$ cat src/verilog/pio_defines.svh
`ifndef PIO_DEFINES_SVH
`define PIO_DEFINES_SVH
// ****************************************
// clock and event timing
// ****************************************
`define CLK_MHZ 100
`define T5_T7_NS 450
`define T7_T1_NS 150
// least gaps round up to whole cycles
`define NS_TO_CYC(ns) (((ns) * `CLK_MHZ + 999) / 1000)
// ****************************************
// instruction word fields, bit 17 is the msb
// ****************************************
`define WORD_W 18
`define OP_HI 17
`define OP_LO 14
`define OP_IOT 4'he
`define SEL_HI 11
`define SEL_LO 6
`define SEL_W 6
`define CLR_ACC_BIT 3
`define ION_BIT 5
`define EV1_BIT 0
`define EV2_BIT 1
`define EV4_BIT 2
`define CTL_CODE 6'h00
// ****************************************
// collector and distributor layout
// ****************************************
`define TAPE_CH 0
`define STAT_CH 1
`define TTY_CH 2
`define TTY_BITS 8
`define OD_CH 9
`define SLOW_INPUTS 12
`define NOR_GRP 3
// ****************************************
// break save area
// ****************************************
`define PC_W 13
`define EPC_W 2
`define SAVE_ADDR 13'h0000
`define RESUME_ADDR 13'h0001
`define CNT_W 10
`define FIFO_DEPTH 8
`endif

$ cat src/verilog/pio_pkg.sv
package pio_pkg;
	// event sequencer of one transfer instruction
	typedef enum logic [2:0] {S_IDLE, S_T5, S_W57, S_T7, S_W71, S_T1, S_BRK} pstate_t;
	// word stored at the save location on a break
	typedef struct packed {
		logic link;
		logic ext;
		logic trap;
		logic [1:0] extended_program_count;
		logic [12:0] pc;
	} save_word_t;
endpackage
$ cat src/verilog/pio_if.sv
`timescale 1ns/1ns
// ****************************************
// wires between the processor and its device controllers
// ****************************************
interface pio_if #(parameter int NCH = 7, parameter int NINT = 9);
	logic [NCH-1:0] cmd1; // first_event_pulse per channel
	logic [NCH-1:0] cmd2; // second_event_pulse per channel
	logic [NCH-1:0] cmd4; // third_event_pulse per channel
	logic [NCH-1:0] sel_n; // ground-active channel select level
	logic [8:0][17:0] od_bus; // output_distribution_bus channels
	logic [NCH-1:0][17:0] collect; // input_collector_mux channel words
	logic [NCH-1:0] skip_flag; // flags wired to flag_skip_facility
	logic [NINT-1:0] int_req_n; // active-low interrupt requests
	logic [11:0] slow_req_n; // ground-active slow cycle requests
	modport proc (output cmd1, output cmd2, output cmd4, output sel_n, output od_bus,
		input collect, input skip_flag, input int_req_n, input slow_req_n);
	modport periph (input cmd1, input cmd2, input cmd4, input sel_n, input od_bus,
		output collect, output skip_flag, output int_req_n, output slow_req_n);
endinterface

$ cat src/verilog/io_processor.sv
`timescale 1ns/1ns
`include "pio_defines.svh"
module io_processor import pio_pkg::*; #(
	parameter int NCH = 7,
	parameter int NINT = 9,
	parameter int SLOW_DELAY_NS = 1000,
	parameter logic [5:0] CODE_BASE = 6'h18
) (
	input wire logic clk_sys,
	input wire logic nrst,
	pio_if.proc bus,
	input wire logic instr_valid,
	input wire logic [17:0] instr,
	output logic instr_ready,
	input wire logic acc_load,
	input wire logic [17:0] acc_load_val,
	input wire logic pc_load,
	input wire logic [12:0] pc_load_val,
	input wire logic link_in,
	input wire logic ext_in,
	input wire logic trap_in,
	input wire logic [1:0] epc_in,
	output logic [17:0] acc,
	output logic [12:0] pc,
	output logic skip_pulse,
	output logic int_enabled,
	output logic brk_wr_valid,
	output logic [12:0] brk_wr_addr,
	output logic [17:0] brk_wr_data,
	output logic busy
);
	// ****************************************
	// timing
	// ****************************************
	localparam int GAP57 = `NS_TO_CYC(`T5_T7_NS); // cycles T5 to T7
	localparam int GAP71 = `NS_TO_CYC(`T7_T1_NS); // cycles T7 to T1
	localparam int GAPSL = `NS_TO_CYC(SLOW_DELAY_NS); // slow cycle gap
	localparam logic [`CNT_W-1:0] LD57 = `CNT_W'(GAP57 - 2);
	localparam logic [`CNT_W-1:0] LD71 = `CNT_W'(GAP71 - 2);
	localparam logic [`CNT_W-1:0] LDSL = `CNT_W'(GAPSL - 2);

	// refuse shapes the collector and counters cannot serve
	if (NCH % 7 != 0 || NCH > 14 || NINT % `NOR_GRP != 0 || GAPSL < 2 || GAPSL >= (1 << `CNT_W))
		$error("io_processor: unsupported parameter values");

	// ****************************************
	// state
	// ****************************************
	typedef struct packed {
		pstate_t st; // event sequencer
		logic [`CNT_W-1:0] cnt; // gap between event pulses
		logic slow; // slow cycle taken for this instruction
		logic [17:0] acc; // accumulator
		logic [12:0] pc; // program count
		logic [17:0] ir; // transfer instruction held
		logic ie; // interrupt system enabled
		logic skip; // one-cycle skip pulse
		logic wr; // one-cycle save write strobe
		logic [17:0] wrd; // saved word
	} proc_st_t;

	proc_st_t st_ff;
	proc_st_t nxt_st;

	// ****************************************
	// helpers
	// ****************************************
	// ground-level nor: true when any input sits low
	function automatic logic any_low(input logic [15:0] v, input int n);
		logic r;
		r = 1'b0;
		for (int i = 0; i < n; i++)
			r = r | ~v[i];
		return r;
	endfunction

	// select code of one channel
	function automatic logic [5:0] chan_code(input int i);
		return CODE_BASE + 6'(i);
	endfunction

	logic active; // an instruction is in its event sequence
	logic [5:0] sel; // device select code
	logic ev1; // first_event_pulse this cycle
	logic ev2; // second_event_pulse this cycle
	logic ev4; // third_event_pulse this cycle
	logic slow_any; // slow cycle request gate
	logic [NINT/`NOR_GRP-1:0] grp; // outputs of the 3-input gates
	logic int_any; // any interrupt request
	logic [17:0] coll_word; // collector output
	logic [17:0] status_word; // status bits on their collector channel
	save_word_t sv; // save word assembly

	// ****************************************
	// decode and device selection
	// ****************************************
	assign active = st_ff.st != S_IDLE && st_ff.st != S_BRK;
	assign sel = st_ff.ir[`SEL_HI:`SEL_LO];
	assign ev1 = st_ff.st == S_T5 && st_ff.ir[`EV1_BIT];
	assign ev2 = st_ff.st == S_T7 && st_ff.ir[`EV2_BIT];
	assign ev4 = st_ff.st == S_T1 && st_ff.ir[`EV4_BIT];

	// per-channel command pulses, gated by the select match
	always_comb begin
		for (int i = 0; i < NCH; i++) begin
			bus.sel_n[i] = ~(active && sel == chan_code(i));
			bus.cmd1[i] = ev1 && !bus.sel_n[i];
			bus.cmd2[i] = ev2 && !bus.sel_n[i];
			bus.cmd4[i] = ev4 && !bus.sel_n[i];
		end
	end

	// slow cycle gate over twelve ground-active inputs
	assign slow_any = any_low(16'(bus.slow_req_n), `SLOW_INPUTS);

	// interrupt requests combined three at a time
	always_comb begin
		for (int g = 0; g < NINT / `NOR_GRP; g++)
			grp[g] = any_low(16'(bus.int_req_n[g*`NOR_GRP +: `NOR_GRP]), `NOR_GRP);
	end
	assign int_any = |grp;

	// ****************************************
	// collector: gated channels ORed together
	// ****************************************
	always_comb begin
		status_word = '0;
		status_word[NCH-1:0] = bus.skip_flag;
		status_word[17] = st_ff.ie;
		status_word[16] = int_any;
		coll_word = '0;
		for (int i = 0; i < NCH; i++) begin
			if (bus.cmd2[i]) begin
				// status channel is filled here, not by a device
				if (i % 7 == `STAT_CH)
					coll_word = coll_word | status_word;
				else if (i % 7 == `TTY_CH)
					coll_word = coll_word | {10'h000, bus.collect[i][`TTY_BITS-1:0]};
				else
					coll_word = coll_word | bus.collect[i];
			end
		end
	end

	// ****************************************
	// distributor: one copy of the accumulator register per channel
	// ****************************************
	always_comb begin
		for (int c = 0; c < `OD_CH; c++)
			bus.od_bus[c] = st_ff.acc;
	end

	// ****************************************
	// next state
	// ****************************************
	always_comb begin
		nxt_st = st_ff;
		nxt_st.skip = 1'b0;
		nxt_st.wr = 1'b0;
		sv.link = link_in;
		sv.ext = ext_in;
		sv.trap = trap_in;
		sv.extended_program_count = epc_in;
		sv.pc = st_ff.pc;
		if (acc_load)
			nxt_st.acc = acc_load_val;
		if (pc_load)
			nxt_st.pc = pc_load_val;
		case (st_ff.st)
			S_IDLE: begin
				// a pending break wins over a new instruction
				if (st_ff.ie && int_any) begin
					nxt_st.st = S_BRK;
					nxt_st.wrd = sv;
					nxt_st.wr = 1'b1;
					nxt_st.pc = `RESUME_ADDR;
					nxt_st.ie = 1'b0;
				end else if (instr_valid) begin
					nxt_st.ir = instr;
					nxt_st.pc = st_ff.pc + 13'h0001;
					// other opcodes are not this block's business
					if (instr[`OP_HI:`OP_LO] == `OP_IOT)
						nxt_st.st = S_T5;
				end
			end
			S_T5: begin
				nxt_st.slow = slow_any;
				nxt_st.cnt = slow_any ? LDSL : LD57;
				nxt_st.st = S_W57;
				if (st_ff.ir[`CLR_ACC_BIT])
					nxt_st.acc = '0;
				if (|(bus.skip_flag & bus.cmd1)) begin
					nxt_st.pc = nxt_st.pc + 13'h0001;
					nxt_st.skip = 1'b1;
				end
			end
			S_W57: begin
				nxt_st.cnt = st_ff.cnt - `CNT_W'(1);
				if (st_ff.cnt == '0)
					nxt_st.st = S_T7;
			end
			S_T7: begin
				nxt_st.acc = nxt_st.acc | coll_word;
				if (ev2 && sel == `CTL_CODE)
					nxt_st.ie = st_ff.ir[`ION_BIT];
				nxt_st.cnt = st_ff.slow ? LDSL : LD71;
				nxt_st.st = S_W71;
			end
			S_W71: begin
				nxt_st.cnt = st_ff.cnt - `CNT_W'(1);
				if (st_ff.cnt == '0)
					nxt_st.st = S_T1;
			end
			S_T1: begin
				nxt_st.st = S_IDLE;
			end
			S_BRK: begin
				// one cycle of break; the enable cleared on entry keeps a second break out
				nxt_st.st = S_IDLE;
			end
			default: begin
				nxt_st.st = S_IDLE;
			end
		endcase
	end

	// ****************************************
	// registers
	// ****************************************
	always_ff @(posedge clk_sys or negedge nrst) begin
		if (!nrst) begin
			st_ff <= '0;
		end else begin
			st_ff <= nxt_st;
		end
	end

	// ****************************************
	// user-side outputs
	// ****************************************
	assign instr_ready = st_ff.st == S_IDLE && !(st_ff.ie && int_any);
	assign acc = st_ff.acc;
	assign pc = st_ff.pc;
	assign skip_pulse = st_ff.skip;
	assign int_enabled = st_ff.ie;
	assign brk_wr_valid = st_ff.wr;
	assign brk_wr_addr = `SAVE_ADDR;
	assign brk_wr_data = st_ff.wrd;
	assign busy = st_ff.st != S_IDLE;
endmodule

$ cat src/flat_wrapper.sv
// flat-port wrapper written by rule: the top's interface ports become plain ports
module io_processor_flat import pio_pkg::*;
#(
	parameter int NCH = 7,
	parameter int NINT = 9,
	parameter int SLOW_DELAY_NS = 1000,
	parameter logic [5:0] CODE_BASE = 6'h18
)
  (clk_sys, nrst, instr_valid, instr, instr_ready, acc_load, acc_load_val, pc_load, pc_load_val, link_in, ext_in, trap_in, epc_in, acc, pc, skip_pulse, int_enabled, brk_wr_valid, brk_wr_addr, brk_wr_data, busy, bus_cmd1, bus_cmd2, bus_cmd4, bus_sel_n, bus_od_bus, bus_collect, bus_skip_flag, bus_int_req_n, bus_slow_req_n);
  pio_if #(.NCH(NCH), .NINT(NINT)) bus_i ();
  input wire logic clk_sys;
  input wire logic nrst;
  input wire logic instr_valid;
  input wire logic [17:0] instr;
  output logic instr_ready;
  input wire logic acc_load;
  input wire logic [17:0] acc_load_val;
  input wire logic pc_load;
  input wire logic [12:0] pc_load_val;
  input wire logic link_in;
  input wire logic ext_in;
  input wire logic trap_in;
  input wire logic [1:0] epc_in;
  output logic [17:0] acc;
  output logic [12:0] pc;
  output logic skip_pulse;
  output logic int_enabled;
  output logic brk_wr_valid;
  output logic [12:0] brk_wr_addr;
  output logic [17:0] brk_wr_data;
  output logic busy;
  output wire logic [$bits(bus_i.cmd1)-1:0] bus_cmd1;
  output wire logic [$bits(bus_i.cmd2)-1:0] bus_cmd2;
  output wire logic [$bits(bus_i.cmd4)-1:0] bus_cmd4;
  output wire logic [$bits(bus_i.sel_n)-1:0] bus_sel_n;
  output wire logic [$bits(bus_i.od_bus)-1:0] bus_od_bus;
  input wire logic [$bits(bus_i.collect)-1:0] bus_collect;
  input wire logic [$bits(bus_i.skip_flag)-1:0] bus_skip_flag;
  input wire logic [$bits(bus_i.int_req_n)-1:0] bus_int_req_n;
  input wire logic [$bits(bus_i.slow_req_n)-1:0] bus_slow_req_n;
  assign bus_cmd1 = bus_i.cmd1;
  assign bus_cmd2 = bus_i.cmd2;
  assign bus_cmd4 = bus_i.cmd4;
  assign bus_sel_n = bus_i.sel_n;
  assign bus_od_bus = bus_i.od_bus;
  assign bus_i.collect = bus_collect;
  assign bus_i.skip_flag = bus_skip_flag;
  assign bus_i.int_req_n = bus_int_req_n;
  assign bus_i.slow_req_n = bus_slow_req_n;
  io_processor #(.NCH(NCH), .NINT(NINT), .SLOW_DELAY_NS(SLOW_DELAY_NS), .CODE_BASE(CODE_BASE)) u_core (.clk_sys(clk_sys), .nrst(nrst), .bus(bus_i), .instr_valid(instr_valid), .instr(instr), .instr_ready(instr_ready), .acc_load(acc_load), .acc_load_val(acc_load_val), .pc_load(pc_load), .pc_load_val(pc_load_val), .link_in(link_in), .ext_in(ext_in), .trap_in(trap_in), .epc_in(epc_in), .acc(acc), .pc(pc), .skip_pulse(skip_pulse), .int_enabled(int_enabled), .brk_wr_valid(brk_wr_valid), .brk_wr_addr(brk_wr_addr), .brk_wr_data(brk_wr_data), .busy(busy));
endmodule
$ cat config.mk
export PLATFORM = sky130hd
export DESIGN_NAME = io_processor_flat
export DESIGN_NICKNAME = d
export VERILOG_FILES = /design/src/verilog/pio_pkg.sv /design/src/verilog/pio_if.sv /design/src/verilog/io_processor.sv /design/src/flat_wrapper.sv
export VERILOG_INCLUDE_DIRS = /design/src /design/src/verilog
export SDC_FILE = /design/constraint.sdc
export NUM_CORES = 1
export LEC_CHECK = 0
export BUFFER_PORTS_ARGS = -buffer_cell sky130_fd_sc_hd__clkbuf_2
export CAP_MARGIN = 5
export CORE_AREA = 2 2 181 183
export CTS_BUF_LIST = sky130_fd_sc_hd__clkbuf_4
export CTS_CLUSTER_SIZE = 30
export DETAILED_ROUTE_END_ITERATION = 8
export DIE_AREA = 0 0 183 185
export GPL_TIMING_DRIVEN = 0
export HOLD_SLACK_MARGIN = 0.02
export SYNTH_ARGS = -nofsm -noshare
export SYNTH_HDL_FRONTEND = slang
export SYNTH_SLANG_ARGS = --single-unit
$ cat constraint.sdc
create_clock -name clk_sys -period 2.2 [get_ports clk_sys]
set_input_delay 0 -clock clk_sys [delete_from_list [all_inputs] [get_ports clk_sys]]
set_output_delay 0 -clock clk_sys [all_outputs]
set_load 0.02 [all_outputs]
---- After elaboration in Yosys (flattened, before gate mapping) ----
Index checks and enable logic that the tools add are counted.
word-level totals
  register bits after elaboration ......... 84
  bits in latches ......................... 0
  RAM bits ................................ 0
  memory bits (read-only) ................. 0
  bits of input ports ..................... 213
  output and inout bits ................... 257
  word-level logic and storage cells ...... 167
  memories kept ........................... 0
cells by class
  add/subtract/negate cells ............... 3
  $mul .................................... 0
  div/mod/pow operators ................... 0
  $lt $le $gt $ge ......................... 0
  equality and inequality tests ........... 20
  shift-type cells ........................ 0
  mux-type cells .......................... 31
  bitwise logic cells ..................... 54
  reductions and logical operators ........ 49
operators with widths
  cell                     count
  $mux W18                 9
  $or A18 B18 Y18          6
  $eq A6 B5 Y1 const B     7
  $mux W13                 3
  $mux W19                 2
  $pmux W18 S2             1
  $logic_and A1 B1 Y1      35
  $mux W31                 1
  $pmux W10 S3             1
  $not A1 Y1               29
  $add A13 B1 Y13 const B  2
  $pmux W13 S2             1
  $or A18 B8 Y18           1
  $or A1 B1 Y1             17
  $mux W3                  5
  $pmux W3 S5              1
  $mux W7                  2
  $logic_not A10 Y1        1
  $sub A10 B1 Y10 const B  1
  $and A7 B7 Y7            1
  $reduce_or A7 Y1         1
  $eq A3 B2 Y1 const B     2
  $eq A3 B3 Y1 const B     2
  $logic_not A6 Y1         1
  18 further kinds         25

---- Longest topological paths before layout ----
  word-level depth ........................ 19
  depth in mapped cells ................... 9
  mapped depth without buffers ............ 8

---- Worst setup path after synthesis ----
No wires, ideal clock.
  path type ............................... register to register
  from .................................... reg u_core.st_ff[82] (netlist bit)
  to ...................................... reg u_core.st_ff (netlist bit u_core.pc[10])
  setup time .............................. 0.121 ns
  data arrival time ....................... 1.949 ns
  setup slack ............................. 0.130 ns
  stages on the path, launching flop included .. 10
  buffers on the path ..................... 3
  cell sequence ........................... dfrtp_1 -> buf_6 -> xor2_2 -> o211a_4 -> and3_1 -> buf_6 -> or2_1 -> buf_6 -> a41o_1 -> a22o_1
RTL lines
  element                 RTL line             source
  start, declared         io_processor.sv:62   proc_st_t st_ff;
  start signal, assigned  io_processor.sv:234  st_ff <= nxt_st;

==> flow_summary.json <==
{
  "critical_path_required_ns": 2.59,
  "port_buffers": 423,
  "yosys_warnings": 0,
  "drt-vias-per-instance": 4.58,
  "fin_area_um2": 12000,
  "maxSlewHeadroom_pct": 44.3,
  "period_needed_ns": 2.24,
  "syn_area_um2": 7000,
  "grt_antenna_before_repair": 6,
  "p_leak_nw": 6.14,
  "synthTopCellsByCount": "buf_4 (224), dfrtp_1 (77), nand2_1 (57)",
  "power_switching_w": 0.00358,
  "ys_ff_latch": 77,
  "hold_depth": 6,
  "drtPass1Iterations": 5,
  "die_height_um": 185,
  "swShare_pct": 46.8,
  "gp_congestion": 0.852,
  "drc_errors": 0,
  "crit_family": "compound AO/OA/AOI/OAI gates",
  "htree_levels": 3,
  "final.setup.worst_slack_ns": -0.0430,
  "hold_path.class": "in -> reg",
  "cp-start-kind": "flip-flop",
  "clockRootBuffer": "clkbuf_4",
  "first_iter_violations": 670,
  "synth_area_leaders": "dfrtp_1 (28%), buf_4 (24%), mux2_2 (5.5%)",
  "cp_max_fo": 8,
  "start_util_pct": 21.9,
  "synthArstFlopShare_pct": 100,
  "synth_edf_count": 0,
  "path_buf_inv": 3,
  "num-nets-final": 1675,
  "synth_cells": 827,
  "power_w": 0.00764,
  "clkPwrFrac_pct": 10.8,
  "wl_per_cell_um": 18.3,
  "wirelength_mm": 34.3,
  "worstSetupStartpoint": "u_core.sel[1]",
  "power.internal_w": 0.00406,
  "dieWidth_um": 183,
  "area_growth_pct": 71.9,
  "cts_tree": "built",
  "fin_setup_tns_ns": -0.0624,
  "clkLatencyLatePin_ns": 0.48,
  "place_area_um2": 9700,
  "core-area_um2": 32000,
  "stdcell_count": 1875,
  "gr-usage-all-layers_pct": 19.1,
  "max-clock-path-buffers": 2,
  "powerDensity_nw_per_um2": 635,
  "yosysSeqAreaShare_pct": 27.5,
  "yosysMostFrequentCell": "buf_4",
  "hold_viol_final": 0,
  "num_rows": 66,
  "cp_slowest_stage_delay_ns": 0.40,
  "grt_pass1_vias": 8123,
  "cts.clk_slew.worst_paths_ns": 0.15,
  "tightest_slew_ns": 0.835,
  "syn_area_per_cell_um2": 8.47,
  "hpwl_mm": 24.8,
  "r2r_cells": 9,
  "crit_path_top_delay_cell": "dfrtp_1",
  "cp.depth": 9,
  "multi_input_area_um2": 3450,
  "dp.cells": 1671,
  "max_clock_freq_mhz": 446,
  "end_kind": "flip-flop",
  "synth.top_cell.area_share_pct": 27.5,
  "status": "finished with violations",
  "final_max_slew_viol_count": 0,
  "power_frac_seq_pct": 29.6,
  "irDropWorstVdd_v": 0.000360,
  "nFillCells": 3256,
  "combPwrFrac_pct": 59.6,
  "rsz0062_at_grt": "yes",
  "synth_top_area_cell": "dfrtp_1",
  "antenna_left": 0,
  "violations": "setup timing",
  "io_pins": 470,
  "cpMostUsedCell": "buf_6",
  "setup_violations": 2,
  "hp-start": "acc_load_val[6]",
  "vias": 8589,
  "crit_chain": "buf_6 -> mux2_4 -> a32oi_2 -> a21oi_4 -> or2_1 -> buf_6 -> buf_6 -> a41o_1 -> a22o_1",
  "die-area_um2": 33900,
  "grt_first_pass_wirelength_mm": 49.2,
  "numCtsBuffers": 9,
  "grt_max_degree": 40,
  "yosysUniqueCellTypes": 72,
  "reg2reg_from": "u_core.sel[1]",
  "globalRouteOverflowTotal": 0,
  "ys.flop_type": "dfrtp_1",
  "seq_area_um2": 1930,
  "min_period_over_period_pct": 102,
  "drive_gt1_share_pct": 56.0,
  "cts.sinks": 77,
  "cap_violations": 0,
  "arrival_ns": 2.63,
  "clock_skew_ns": 0.0311,
  "crit_type": "reg -> reg"
}
routing by layer:
metal	GRT usage [%]	vias to the layer above	routed length [um]
met5	0	-	27
met4	6.18	4	930
met3	3.76	71	2390
met2	33.7	466	17100
met1	23.4	4083	13800
li1	-	3965	-
area by class of cell:
class                           instances  share of cell area [%]
Sequential cell                        77                    16.0
Antenna cell                            5                   0.104
Multi-Input combinational cell        482                    28.7
Timing Repair Buffer                  615                    33.5
Inverter                               12                   0.374
Clock buffer                            9                   0.561
Tap cell                              408                    4.24
Buffer                                261                    16.2
Clock inverter                          6                   0.322
stage by stage:
step           util (%)  hold WS [ns]  setup WS (ns)
2_1_floorplan         -        -0.296          0.130
3_3_place_gp       30.2         0.213         -0.470
3_5_place_dp       30.3        0.0819         -0.479
4_1_cts            36.6        0.0238         -0.140
5_1_grt            37.6        0.0399         -0.115
6_report           37.6        0.0482        -0.0430
worst min-delay path, stage by stage:
cell      delay, ns
clkbuf_2       0.08
mux2i_1        0.06
nor2_1         0.08
a21oi_1        0.05
nand3_2        0.09
a221o_1        0.12
layout by cell type, fill, tap and decap left out, types with 6 or more instances in the layout:
master,n
clkbuf_2,419
buf_4,258
dlygate4sd3_1,152
dfrtp_1,74
nand2_1,54
nor2_1,52
nand3_1,36
mux2_2,34
mux2i_1,32
o21ai_0,26
a22oi_1,21
a21oi_1,20
buf_6,15
clkbuf_4,13
nand4_1,13
conb_1,13
clkbuf_1,12
xnor2_1,12
inv_1,11
o22ai_1,10
a221oi_1,10
o211ai_1,9
nor3_1,8
buf_2,6
and3_1,6
a221oi_2,6
repair_timing:
item,4_1_cts,5_1_grt
pin swaps,13,17
setup buffers,22,17
endpoints found under the hold margin,125,0
resized for setup,67,53
endpoints found under the setup margin,89,58
hold buffers,152,0
power groups by stage:
stage	clock (W)	sequential, W	combinational, W
after floorplan	0	0.00205	0.00289
after CTS	0.000877	0.00220	0.00444
after global placement	0	0.00222	0.00399
final	0.000827	0.00226	0.00455
after global routing	0.000923	0.00233	0.00489
after detailed placement	0	0.00223	0.00404
logic make-up after synthesis:
kind of cell               share of synthesized area, %
AOI/OAI and AO/OA                                  16.0
xor gates and xnor gates                           2.23
adders and majority gates                         0.715
buffers and inverters                              27.6
DFF                                                27.5
muxes                                              10.4
other                                            0.0535
and+or+nand+nor                                    15.6
state kept, by name (all words and copies together) (netlist names):
signal and count:
u_core.acc 18, u_core.skip_pulse 1, u_core.st_ff 19, u_core.pc 13, u_core.sel 6, u_core.int_enabled 1
u_core.brk_wr_data 18, u_core.brk_wr_valid 1
worst paths after layout:
check | endpoint | slack (ns)
setup / recovery | u_core.pc[10] | -0.04
hold / removal | u_core.acc[6] | 0.05
setup reg to reg | u_core.pc[10] | -0.04
hold reg to reg | u_core.brk_wr_data[8] | 0.52
max in group asynchronous | u_core.acc[12] | 1.46
min in group asynchronous | u_core.brk_wr_data[1] | 0.07
(Power assumes the default switching activity.)
